[config.mk]
export PLATFORM = sky130hd
export DESIGN_NAME = tac_trip_ctrl
export DESIGN_NICKNAME = d
export VERILOG_FILES = /design/src/tac_pkg.sv /design/src/tac_trip_ctrl.sv
export VERILOG_INCLUDE_DIRS = /design/src
export SDC_FILE = /design/constraint.sdc
export NUM_CORES = 1
export LEC_CHECK = 0
export ABC_AREA = 1
export BUFFER_PORTS_ARGS = -buffer_cell sky130_fd_sc_hd__buf_4
export CORE_UTILIZATION = 55
export CTS_CLUSTER_SIZE = 30
export DETAILED_ROUTE_END_ITERATION = 10
export GPL_ROUTABILITY_DRIVEN = 0
export PLACE_DENSITY_LB_ADDON = 0.25
export SLEW_MARGIN = 20
export SYNTH_ARGS = -nofsm -noshare
export SYNTH_HDL_FRONTEND = slang
export SYNTH_SLANG_ARGS = --single-unit
export TNS_END_PERCENT = 100
[constraint.sdc]
create_clock -name pclk -period 3.98 [get_ports pclk]
set_input_delay 0.597 -clock pclk [delete_from_list [all_inputs] [get_ports pclk]]
set_output_delay 0.597 -clock pclk [all_outputs]
set_load 0.02 [all_outputs]
[src/tac_consts.svh]
`ifndef TAC_CONSTS_SVH
`define TAC_CONSTS_SVH
// Register byte offsets on the APB slave.
`define TAC_OFS_TIME_CONST 12'h000
`define TAC_OFS_EXT_TRIP 12'h004
`define TAC_OFS_RESET_REQ 12'h008
`define TAC_OFS_ATTEMPTS 12'h00c
`define TAC_OFS_DELAY 12'h010
`define TAC_OFS_HOLD_HEALTHY 12'h014
`define TAC_OFS_ACTIONS 12'h018
`define TAC_OFS_RATED_POWER 12'h01c
`define TAC_OFS_UV_HOLD 12'h020
`define TAC_OFS_STATUS 12'h024
`define TAC_OFS_ACCUM 12'h028
`define TAC_OFS_COUNT 12'h02c
// Accumulator scale: full scale is 100 %, release at 95.0 %.
`define TAC_ACC_FULL 16'h2710
`define TAC_ACC_LOW 16'h251c
// Attempt setting values.
`define TAC_ATT_OFF 3'h0
`define TAC_ATT_INF 3'h6
// Action bits.
`define TAC_ACT_STOP 0
`define TAC_ACT_BRAKE 1
`define TAC_ACT_PHASE 2
// Delays in tenths of a second; clock ticks per tenth at 100 MHz.
`define TAC_DELAY_RST 32'h0000000a
`define TAC_DELAY_MIN 32'h0000000a
`define TAC_DELAY_MAX 32'h00001770
`define TAC_LONG_MIN 32'h00000064
`define TAC_IDLE_TENTHS 32'h00000bb8
`define TAC_TICK_NS 100000000
`define TAC_CLK_NS 10
`define TAC_EXT_CODE 8'h03
`define TAC_PRIO_NORESET 3'h3
`endif

[src/tac_pkg.sv]
package tac_pkg;
	typedef enum logic [1:0] {
		TAC_IDLE = 2'b00,
		TAC_WAIT = 2'b01,
		TAC_LOCK = 2'b11
	} tac_state_t;
endpackage

[src/tac_trip_ctrl.sv]
`timescale 1ns/1ns
`include "tac_consts.svh"
// Operation
// - With bit 1 clear, accumulator at full scale raises resistor overheat trip.
// - With bit 1 set, full accumulator disables brake switch until below 95 %.
// - External trip bit high starts external trip with sub-code three.
// - Each rising edge of reset request bit performs drive reset.
// - Attempts 0 disables, 1 to 5 limit, 6 unlimited.
// - Auto reset waits programmed delay, never below trip minimum reset time.
// - Same trip increments count; a different trip clears it.
// - Count at limit blocks automatic reset of further trips with the same code.
// - Five minutes without trip below limit clears the count.
// - Priority 1, 2 or 3 trips are never auto reset.
// - Manual reset clears the auto-reset count.
// - Attempts equal six holds the count at zero.
// - Hold option clear: healthy cleared on every trip.
// - Hold option set: healthy kept while more attempts remain.
// - Undervoltage entry clears healthy unless its hold option is one.
// - Five-bit action field, default zero, bit 1 brake, bit 3 unused.
// - Bit 0 stops before listed soft trips, not in regen mode.
// - Bit 2 keeps running on phase loss until stopped, not in regen.
// - Zero rated power disables protection and holds accumulator zero.
// - Accumulator follows one time constant model from resistor power.
module tac_trip_ctrl
	import tac_pkg::*;
#(
	parameter int TICK_CYCLES = `TAC_TICK_NS / `TAC_CLK_NS,
	parameter logic [31:0] IDLE_TENTHS = `TAC_IDLE_TENTHS
) (
	input wire logic pclk,
	input wire logic presetn,
	input wire logic psel,
	input wire logic penable,
	input wire logic pwrite,
	input wire logic [11:0] paddr,
	input wire logic [31:0] pwdata,
	output logic [31:0] prdata,
	output logic pready,
	output logic pslverr,
	input wire logic [15:0] brake_power,
	input wire logic trip_event,
	input wire logic [7:0] trip_code,
	input wire logic [2:0] trip_priority,
	input wire logic long_reset_trip,
	input wire logic soft_trip,
	input wire logic phase_loss,
	input wire logic motor_stopped,
	input wire logic regen_mode,
	input wire logic undervoltage,
	input wire logic ext_trip_pin,
	input wire logic reset_pin,
	output logic brake_trip,
	output logic brake_enable,
	output logic ext_trip,
	output logic [7:0] ext_sub_code,
	output logic drive_reset,
	output logic auto_reset,
	output logic stop_request,
	output logic phase_trip,
	output logic healthy
);
	logic [31:0] time_const, delay, rated_power;
	logic ext_req, reset_req, hold_healthy, uv_hold;
	logic [2:0] attempts;
	logic [4:0] actions;
	logic [1:0] ext_sync, rst_sync;
	logic rst_last, uv_last, tripped;
	logic [15:0] accum;
	logic [2:0] count;
	logic [7:0] last_code;
	logic [31:0] tick_cnt, wait_tenths, idle_tenths, tc_cnt;
	tac_state_t state;
	logic [31:0] next_prdata, next_delay, next_wait, next_idle, next_tick, next_tc;
	logic next_ext_req, next_reset_req, next_hold, next_uv_hold, next_pready;
	logic [2:0] next_attempts, next_count;
	logic [4:0] next_actions;
	logic [31:0] next_time_const, next_rated;
	logic [15:0] next_accum;
	logic [7:0] next_last;
	tac_state_t next_state;
	logic next_brake_trip, next_brake_en, next_ext_trip, next_drive_reset, next_auto;
	logic next_stop, next_phase, next_healthy, next_tripped, next_pslverr;
	logic wr, rd, tick, reset_rise, manual, ext_now, rst_now, remains, is_std;
	logic [31:0] min_tenths;
	logic [2:0] eff_count;

	assign wr = psel && penable && pwrite && !pready;
	assign rd = psel && !penable;
	assign tick = tick_cnt == 32'(TICK_CYCLES - 1);
	assign ext_now = ext_req || ext_sync[1];
	assign rst_now = reset_req || rst_sync[1];
	assign reset_rise = rst_now && !rst_last;
	assign manual = reset_rise;
	assign is_std = trip_priority > `TAC_PRIO_NORESET;
	// A different trip starts from a cleared count, so it may still be reset at the limit.
	assign eff_count = trip_event && trip_code != last_code ? 3'h0 : count;
	assign remains = attempts != `TAC_ATT_OFF && is_std &&
		(attempts == `TAC_ATT_INF || eff_count < attempts);
	assign min_tenths = long_reset_trip && delay < `TAC_LONG_MIN ? `TAC_LONG_MIN : delay;

	always_comb begin
		next_time_const = time_const;
		next_ext_req = ext_req;
		next_reset_req = reset_req;
		next_attempts = attempts;
		next_delay = delay;
		next_hold = hold_healthy;
		next_actions = actions;
		next_rated = rated_power;
		next_uv_hold = uv_hold;
		next_pready = psel && penable && !pready;
		next_pslverr = 1'b0;
		next_prdata = prdata;
		if (wr) begin
			case (paddr)
				`TAC_OFS_TIME_CONST: next_time_const = pwdata;
				`TAC_OFS_EXT_TRIP: next_ext_req = pwdata[0];
				`TAC_OFS_RESET_REQ: next_reset_req = pwdata[0];
				`TAC_OFS_ATTEMPTS: next_attempts = pwdata[2:0] > `TAC_ATT_INF ?
					`TAC_ATT_INF : pwdata[2:0];
				`TAC_OFS_DELAY: next_delay = pwdata < `TAC_DELAY_MIN ? `TAC_DELAY_MIN :
					pwdata > `TAC_DELAY_MAX ? `TAC_DELAY_MAX : pwdata;
				`TAC_OFS_HOLD_HEALTHY: next_hold = pwdata[0];
				`TAC_OFS_ACTIONS: next_actions = pwdata[4:0];
				`TAC_OFS_RATED_POWER: next_rated = pwdata;
				`TAC_OFS_UV_HOLD: next_uv_hold = pwdata[0];
				`TAC_OFS_STATUS, `TAC_OFS_ACCUM, `TAC_OFS_COUNT: ;
				default: next_pslverr = 1'b1;
			endcase
		end
		if (rd) begin
			case (paddr)
				`TAC_OFS_TIME_CONST: next_prdata = time_const;
				`TAC_OFS_EXT_TRIP: next_prdata = {31'h0, ext_req};
				`TAC_OFS_RESET_REQ: next_prdata = {31'h0, reset_req};
				`TAC_OFS_ATTEMPTS: next_prdata = {29'h0, attempts};
				`TAC_OFS_DELAY: next_prdata = delay;
				`TAC_OFS_HOLD_HEALTHY: next_prdata = {31'h0, hold_healthy};
				`TAC_OFS_ACTIONS: next_prdata = {27'h0, actions};
				`TAC_OFS_RATED_POWER: next_prdata = rated_power;
				`TAC_OFS_UV_HOLD: next_prdata = {31'h0, uv_hold};
				`TAC_OFS_STATUS: next_prdata = {25'h0, state, tripped, healthy, brake_enable,
					brake_trip, ext_trip};
				`TAC_OFS_ACCUM: next_prdata = {16'h0, accum};
				`TAC_OFS_COUNT: next_prdata = {29'h0, count};
				default: next_prdata = 32'h0;
			endcase
		end
		if (psel && penable && !pready && !pwrite && next_prdata == prdata &&
			!(paddr inside {`TAC_OFS_TIME_CONST, `TAC_OFS_EXT_TRIP, `TAC_OFS_RESET_REQ,
			`TAC_OFS_ATTEMPTS, `TAC_OFS_DELAY, `TAC_OFS_HOLD_HEALTHY, `TAC_OFS_ACTIONS,
			`TAC_OFS_RATED_POWER, `TAC_OFS_UV_HOLD, `TAC_OFS_STATUS, `TAC_OFS_ACCUM,
			`TAC_OFS_COUNT}))
			next_pslverr = 1'b1;
	end

	// Every time_const ticks the accumulator leaks accum/8 and gains brake_power, a one-pole model.
	always_comb begin
		next_accum = accum;
		next_tc = tc_cnt;
		next_brake_en = brake_enable;
		next_brake_trip = 1'b0;
		if (rated_power == 32'h0) begin
			next_accum = 16'h0;
			next_brake_en = 1'b1;
		end else if (tick) begin
			if (tc_cnt + 32'h1 >= time_const) begin
				next_tc = 32'h0;
				if (32'(accum) + 32'(brake_power) >= 32'(`TAC_ACC_FULL) + 32'(accum) / 32'h8)
					next_accum = `TAC_ACC_FULL;
				else
					next_accum = 16'(32'(accum) - 32'(accum) / 32'h8 + 32'(brake_power));
			end else begin
				next_tc = tc_cnt + 32'h1;
			end
		end
		if (rated_power != 32'h0 && accum >= `TAC_ACC_FULL) begin
			if (actions[`TAC_ACT_BRAKE])
				next_brake_en = 1'b0;
			else
				next_brake_trip = 1'b1;
		end
		if (!brake_enable && accum < `TAC_ACC_LOW)
			next_brake_en = 1'b1;
	end

	always_comb begin
		next_state = state;
		next_count = count;
		next_last = last_code;
		next_wait = wait_tenths;
		next_idle = idle_tenths;
		next_tick = tick ? 32'h0 : tick_cnt + 32'h1;
		next_auto = 1'b0;
		next_tripped = tripped;
		next_healthy = healthy;
		if (tick && idle_tenths < IDLE_TENTHS)
			next_idle = idle_tenths + 32'h1;
		if (idle_tenths >= IDLE_TENTHS && attempts != `TAC_ATT_INF && count < attempts)
			next_count = 3'h0;
		if (trip_event) begin
			next_tripped = 1'b1;
			next_idle = 32'h0;
			next_last = trip_code;
			if (trip_code != last_code)
				next_count = 3'h0;
			if (!(hold_healthy && remains))
				next_healthy = 1'b0;
			if (remains) begin
				next_state = TAC_WAIT;
				next_wait = min_tenths;
			end else begin
				next_state = TAC_LOCK;
			end
		end else if (state == TAC_WAIT) begin
			if (tick) begin
				next_wait = wait_tenths - 32'h1;
				if (wait_tenths <= 32'h1) begin
					next_auto = 1'b1;
					next_state = TAC_IDLE;
					next_tripped = 1'b0;
					next_healthy = 1'b1;
					if (attempts != `TAC_ATT_INF && count < attempts)
						next_count = count + 3'h1;
				end
			end
		end
		if (attempts == `TAC_ATT_INF)
			next_count = 3'h0;
		// A trip in the same cycle as a manual reset wins, so the new trip is never lost.
		if (manual) begin
			next_count = 3'h0;
			if (!trip_event) begin
				next_state = TAC_IDLE;
				next_tripped = 1'b0;
				next_healthy = 1'b1;
			end
		end
		if (undervoltage && !uv_last && !uv_hold)
			next_healthy = 1'b0;
		next_ext_trip = ext_now;
		next_drive_reset = reset_rise;
		next_stop = soft_trip && actions[`TAC_ACT_STOP] && !regen_mode;
		next_phase = phase_loss &&
			(!actions[`TAC_ACT_PHASE] || regen_mode || motor_stopped);
	end

	always_ff @(posedge pclk or negedge presetn) begin
		if (!presetn) begin
			time_const <= 32'h0;
			ext_req <= 1'b0;
			reset_req <= 1'b0;
			attempts <= `TAC_ATT_OFF;
			delay <= `TAC_DELAY_RST;
			hold_healthy <= 1'b0;
			actions <= 5'h0;
			rated_power <= 32'h0;
			uv_hold <= 1'b0;
			prdata <= 32'h0;
			pready <= 1'b0;
			pslverr <= 1'b0;
			ext_sync <= 2'h0;
			rst_sync <= 2'h0;
			rst_last <= 1'b0;
			uv_last <= 1'b0;
			accum <= 16'h0;
			tc_cnt <= 32'h0;
			brake_enable <= 1'b1;
			brake_trip <= 1'b0;
			state <= TAC_IDLE;
			count <= 3'h0;
			last_code <= 8'h0;
			wait_tenths <= 32'h0;
			idle_tenths <= 32'h0;
			tick_cnt <= 32'h0;
			auto_reset <= 1'b0;
			tripped <= 1'b0;
			healthy <= 1'b1;
			ext_trip <= 1'b0;
			ext_sub_code <= 8'h0;
			drive_reset <= 1'b0;
			stop_request <= 1'b0;
			phase_trip <= 1'b0;
		end else begin
			time_const <= next_time_const;
			ext_req <= next_ext_req;
			reset_req <= next_reset_req;
			attempts <= next_attempts;
			delay <= next_delay;
			hold_healthy <= next_hold;
			actions <= next_actions;
			rated_power <= next_rated;
			uv_hold <= next_uv_hold;
			prdata <= next_prdata;
			pready <= next_pready;
			pslverr <= next_pslverr && next_pready;
			ext_sync <= {ext_sync[0], ext_trip_pin};
			rst_sync <= {rst_sync[0], reset_pin};
			rst_last <= rst_now;
			uv_last <= undervoltage;
			accum <= next_accum;
			tc_cnt <= next_tc;
			brake_enable <= next_brake_en;
			brake_trip <= next_brake_trip;
			state <= next_state;
			count <= next_count;
			last_code <= next_last;
			wait_tenths <= next_wait;
			idle_tenths <= next_idle;
			tick_cnt <= next_tick;
			auto_reset <= next_auto;
			tripped <= next_tripped;
			healthy <= next_healthy;
			ext_trip <= next_ext_trip;
			ext_sub_code <= next_ext_trip ? `TAC_EXT_CODE : 8'h0;
			drive_reset <= next_drive_reset;
			stop_request <= next_stop;
			phase_trip <= next_phase;
		end
	end

	chk_ext_trip_code: assert property (@(posedge pclk) disable iff (!presetn)
		ext_now |=> ext_trip && ext_sub_code == `TAC_EXT_CODE) else $error("ext trip");
	chk_reset_edge_only: assert property (@(posedge pclk) disable iff (!presetn)
		rst_now && rst_last |=> !drive_reset) else $error("level reset");
	chk_inf_count_zero: assert property (@(posedge pclk) disable iff (!presetn)
		attempts == `TAC_ATT_INF |=> count == 3'h0) else $error("count held");
	chk_manual_clears: assert property (@(posedge pclk) disable iff (!presetn)
		manual |=> count == 3'h0 && drive_reset) else $error("manual reset");
	chk_zero_power_accum: assert property (@(posedge pclk) disable iff (!presetn)
		rated_power == 32'h0 |=> accum == 16'h0) else $error("accum held");
	chk_brake_trip_full: assert property (@(posedge pclk) disable iff (!presetn)
		rated_power != 32'h0 && accum >= `TAC_ACC_FULL && !actions[`TAC_ACT_BRAKE]
		|=> brake_trip) else $error("no overheat trip");
	chk_brake_off_full: assert property (@(posedge pclk) disable iff (!presetn)
		rated_power != 32'h0 && accum >= `TAC_ACC_FULL && actions[`TAC_ACT_BRAKE]
		|=> !brake_enable && !brake_trip) else $error("brake not off");
	chk_no_auto_high_prio: assert property (@(posedge pclk) disable iff (!presetn)
		trip_event && !is_std && !manual |=> state == TAC_LOCK) else $error("prio");
	chk_healthy_cleared: assert property (@(posedge pclk) disable iff (!presetn)
		trip_event && !hold_healthy && !manual |=> !healthy) else $error("healthy");
	chk_stop_regen: assert property (@(posedge pclk) disable iff (!presetn)
		regen_mode |=> !stop_request) else $error("stop in regen");
	chk_limit_locks: assert property (@(posedge pclk) disable iff (!presetn)
		trip_event && trip_code == last_code && attempts != `TAC_ATT_INF &&
		count >= attempts |=> state == TAC_LOCK) else $error("limit reached");
	cov_auto_reset: cover property (@(posedge pclk) disable iff (!presetn) auto_reset);
	cov_lock: cover property (@(posedge pclk) disable iff (!presetn) state == TAC_LOCK);
	cov_brake_off: cover property (@(posedge pclk) disable iff (!presetn) !brake_enable);
	cov_ext_trip: cover property (@(posedge pclk) disable iff (!presetn) ext_trip);
endmodule

; Word-level counts from Yosys, hierarchy flattened
; Cells that the tools add are included.
[word_totals]
mem_count = 0
register_bits = 316
input_bits = 85
latchBits = 0
romBits = 0
output_inout_bits = 50
ram_bits = 0
[classes]
n_mux = 63
mul = 0
order_cmp = 14
eq_ne = 18
n_addsub = 9
bitwise = 1
div_mod_pow = 0
reduce_logical = 64
shift = 0
[ops]
columns = cell, count
row1 = 32-bit 2-to-1 mux, 12
row2 = 32-bit one-hot mux with 12 select lines, 1
row3 = 32-bit by 1-bit adder with 32-bit output (second input constant), 3
row4 = 16-bit 2-to-1 mux, 4
row5 = 12-bit by 5-bit == test with 1-bit output (second input constant), 4
row6 = 12-bit by 6-bit == test with 1-bit output (second input constant), 4
row7 = 3-bit 2-to-1 mux, 11
row8 = 32-bit by 24-bit == test with 1-bit output (second input constant), 1
row9 = 32-bit == test, 1
row10 = 32-bit by 12-bit greater-or-equal comparator with 1-bit output (second input constant), 1
row11 = 32-bit greater-or-equal comparator, 1
row12 = 32-bit by 13-bit greater-than comparator with 1-bit output (second input constant), 1
row13 = 32-bit by 1-bit <= comparator with 1-bit output (second input constant), 1
row14 = 32-bit logical NOT, 1
row15 = 32-bit by 12-bit < comparator with 1-bit output (second input constant), 1
row16 = 32-bit by 4-bit < comparator with 1-bit output (second input constant), 1
row17 = 32-bit by 7-bit < comparator with 1-bit output (second input constant), 1
row18 = 32-bit nonzero test, 1
row19 = 32-bit by 1-bit subtractor with 32-bit output (second input constant), 1
row20 = 1-bit 2-to-1 mux, 27
row21 = 1-bit logical AND, 26
row22 = 12-bit by 4-bit == test with 1-bit output (second input constant), 2
row23 = 2-bit AND reduction, 11
row24 = 16-bit by 16-bit adder with 17-bit output, 1
row25 = other kinds (26), 51

; Longest topological paths before layout
[logic_depth]
depth_word = 12
depth_mapped = 24
ltp_nobuf = 23

; Worst setup path after synthesis
; Ideal clock, no wire load.
[synth_timing]
path_kind = register -> register
from = register tc_cnt[0]
to = register accum[15]
path_buffers = 1
setup_slack_ns = 0.642
stages_incl_launch_ff = 21
t_arrival_ns = 3.220
setup_time_ns = 0.118
synth_period_minus_slack_ns = 3.338
required_ns = 3.862
cell_sequence = dfrtp_1 ha_1 inv_1 nor3_1 nand2_1 nor2_1 nand2_1 nor2_1 xor2_1 inv_1 ha_1 nand2_1 nor2_1 nand4_1 nor2_1 nand4_1 nand3_1 nand2_2 buf_4 nand3_1 nand2_1
[synth_between]
elab_chain_cells = 4
[synth_rtl]
columns = element, line
row1 = from (decl), tac_trip_ctrl.sv:71  ; logic [31:0] tick_cnt, wait_tenths, idle_tenths, tc_cnt;
row2 = from (signal assigned), tac_trip_ctrl.sv:302  ; tc_cnt <= next_tc;
row3 = 32-bit by 1-bit adder with 32-bit output, tac_trip_ctrl.sv:167  ; if (tc_cnt + 32'h1 >= time_const) begin
row4 = 32-bit greater-or-equal comparator, tac_trip_ctrl.sv:167
row5 = 2-bit nonzero test (no line), -
row6 = 2-bit AND reduction (no line), -
row7 = to (signal assigned), tac_trip_ctrl.sv:301  ; accum <= next_accum;
row8 = to (decl), tac_trip_ctrl.sv:68  ; logic [15:0] accum;
; No other way between the ends.
; A chain may end at the register's enable or synchronous reset.

; Worst setup path after layout
[layout_timing]
from = register tc_cnt[0]
to = register accum[14]
; Same word-level chain as after synthesis.

==> flow_metrics.env <==
export IMPL_netlist_instances=2600
export IMPL_slew_viol_final=0
export IMPL_layout_min_cycle_time_ns=3.81
export IMPL_ant_nets=0
export IMPL_crit_required_ns=4.44
export IMPL_pin_count=135
export IMPL_core_um2=34700
export IMPL_final_common_cell="nand2_1"
export IMPL_synthMuxAreaShare=0
export IMPL_clkTransAtPathRegs_ns=0.06
export IMPL_ir_drop_mv=0.244
export IMPL_post_place_cells=3141
export IMPL_fillCellCount=2903
export IMPL_synth_area_per_cell_um2=7.50
export IMPL_finalSetupViolCount=0
export IMPL_seq_area_frac_synth=0.403
export IMPL_cts_sinks=314
export IMPL_drive_above_1_share=0.0938
export IMPL_syn_area_um2=19500
export IMPL_setup_worst_path_start_class="register"
export IMPL_status="complete, no violations"
export IMPL_tritoncts="done"
export IMPL_hold_buffers=0
export IMPL_end_kind="register"
export IMPL_detail_route_wirelength_um=53600
export IMPL_final_cells=3206
export IMPL_min_path_type="input port to asynchronous set/reset pin"
export IMPL_drt_iter0_markers=1619
export IMPL_synth_top_family_by_area="simple AND/OR/NAND/NOR gates"
export IMPL_critPathKind="register to register"
export IMPL_firstDrtPassIters=6
export IMPL_path_max_fanout=6
export IMPL_hold_worst_slack_ns=0.0919
export IMPL_clkLatencyLatePin_ns=0.53
export IMPL_fin_worst_skew_ns=0.0176
export IMPL_initial_core_util=0.562
export IMPL_ys_ff_latch=314
export IMPL_finalSetupTns_ns=0
export IMPL_wire_per_inst_um=16.7
export IMPL_synth_xor_area_frac=0.0445
export IMPL_area_delta_synth_final_pct=13.6
export IMPL_cts_max_path_buffers=3
export IMPL_chipWidth_um=190
export IMPL_yosysWarnings=0
export IMPL_die_h_um=190
export IMPL_drv_cap=0
export IMPL_mostFrequentLayoutCells="605 x nand2_1, 406 x inv_1, 309 x dfrtp_1, 239 x nor2_1, 185 x o21ai_0"
export IMPL_synthAdderAreaFrac=0.0740
export IMPL_synth_edf_count=0
export IMPL_cts_inserted_buffers=36
export IMPL_hold_violations=0
export IMPL_grt_max_degree=112
export IMPL_drcViolationCount=0
export IMPL_grt_pass1_vias=17000
export IMPL_antenna_found_initial=0
export IMPL_tightest_slew_ns=0.935
export IMPL_power_density_nw_per_um2=326
export IMPL_timing_fmax_mhz=262
export IMPL_rows=68
export IMPL_viasPerCell=5.68
export IMPL_fin_nets=2918
export IMPL_die_area_um2=36200
export IMPL_fin_util=0.638
export IMPL_htreeDepth=2
export IMPL_period_share=0.959
export IMPL_relSlewSlack=0.376
export IMPL_grt_pass1_wl_um=87000
export IMPL_vias=18200
export IMPL_grtUsageTotal=0.299
export IMPL_synth_compound_area_share=0.113
export IMPL_yosysUniqueCellTypes=57
export IMPL_postSynth_asyncResetShare=1.00
export IMPL_dpl_hpwl_um=40000
export IMPL_synth_flop_cell="dfrtp_1"
export IMPL_cts_root_buf="clkbuf_16"
export IMPL_leakage_nw=11.1
export IMPL_worstPathArrival_ns=4.28
export IMPL_insertedDiodeCount=0
export IMPL_gr_total_overflow=0
export IMPL_portBuffers=126
export IMPL_yosys_area_share_simple=0.268
cell usage after synthesis, types with 15 or more instances:
cell        n  area, µm²
nand2_1   605       2270
inv_1     407       1530
dfrtp_1   310       7760
nor2_1    241        905
o21ai_0   185        926
nand3_1   157        786
ha_1       93       1160
a21oi_1    89        445
xor2_1     71        622
nand4_1    70        438
nor3_1     60        300
o22ai_1    34        213
clkbuf_1   33        124
nor4_1     28        175
xnor2_1    28        245
a221oi_1   18        158
o21ai_1    18       90.1
buf_4      15        113
critical path, cell delays in order (launching register included):
cell,delay (ns)
dfrtp_2,0.42
ha_2,0.25
inv_1,0.07
nor3_1,0.27
nand2_1,0.14
nor2_1,0.20
nand2_1,0.16
nor2_1,0.15
xor2_1,0.20
inv_1,0.06
ha_1,0.26
nand2_1,0.06
nor2_1,0.13
nand4_1,0.17
nor2_2,0.22
nand4_1,0.23
nand3_2,0.17
nand2_1,0.16
clkinvlp_4,0.23
nand3_1,0.12
nand2_1,0.09
metal layers:
metal  track usage  share of wire  wire length (µm)
met3        0.0409          0.080              4260
met1         0.433           0.44             23800
met5             0              0                 0
met4         0.105          0.036              1910
met2         0.459           0.44             23600
metrics by stage:
| step | cell area (µm²) | setup slack [ns] | power, mW |
|---|---|---|---|
| finish | 22200 | 0.165 | 7.22 |
| CTS | 22100 | 0.0144 | 7.25 |
| detailed placement | 20900 | 0.130 | 3.88 |
| global placement | 20900 | 0.228 | 3.86 |
| global route | 22200 | -0.0155 | 7.47 |
| floorplan | 19500 | 0.642 | 3.63 |
registers in the layout, indices dropped and copies added, names as in the netlist, 3 cells and up:
| signal | cells |
|---|---|
| time_const | 32 |
| count | 3 |
| last_code | 8 |
| delay | 32 |
| wait_tenths | 32 |
| prdata | 32 |
| tc_cnt | 32 |
| idle_tenths | 32 |
| tick_cnt | 32 |
| attempts | 3 |
| accum | 16 |
| rated_power | 32 |
| actions | 5 |
cell families after synthesis:
family	after synthesis
xor gates and xnor gates	99
other	1
buffers and inverters	483
and+or+nand+nor	1203
adders and majority gates	107
AOI/OAI and AO/OA	393
DFF	314
where the power goes:
part / switching (mW) / internal (mW) / leakage (nW) / total (mW)
clock network: 1.35 / 2.04 / 0.602 / 3.39
logic: 0.371 / 0.206 / 6.29 / 0.577
registers: 0.0295 / 3.23 / 4.21 / 3.26
total: 1.75 / 5.47 / 11.1 / 7.22
cell type report:
type                       instances  area (µm²)  share of cell area
clock buffer                      51        1050              0.0473
clock inverter                    12         165             0.00745
inverter                         416        1570              0.0706
multi-input combinational       1808        9790               0.442
sequential                       314        7860               0.355
tap                              455         569              0.0257
timing repair buffer             149        1150              0.0519
timing repair inverter             1        5.00            0.000226
worst paths after layout:
check	startpoint	end	slack (ns)	cells after the start
max reg2reg	tc_cnt[0]	accum[14]	0.17	20
max in group asynchronous	presetn	time_const[29]	2.89	2
min reg2reg	ext_sync[0]	ext_sync[1]	0.35	0
min in group pclk	ext_trip_pin	ext_sync[0]	0.18	1
min	presetn	uv_last	0.09	1
max	tc_cnt[0]	accum[14]	0.17	20
what timing repair did:
action | CTS | global route
gates resized for setup | 0 | 8
setup buffers | 0 | 1
endpoints found under the setup margin | 0 | 48
(Power assumes the default switching activity.)
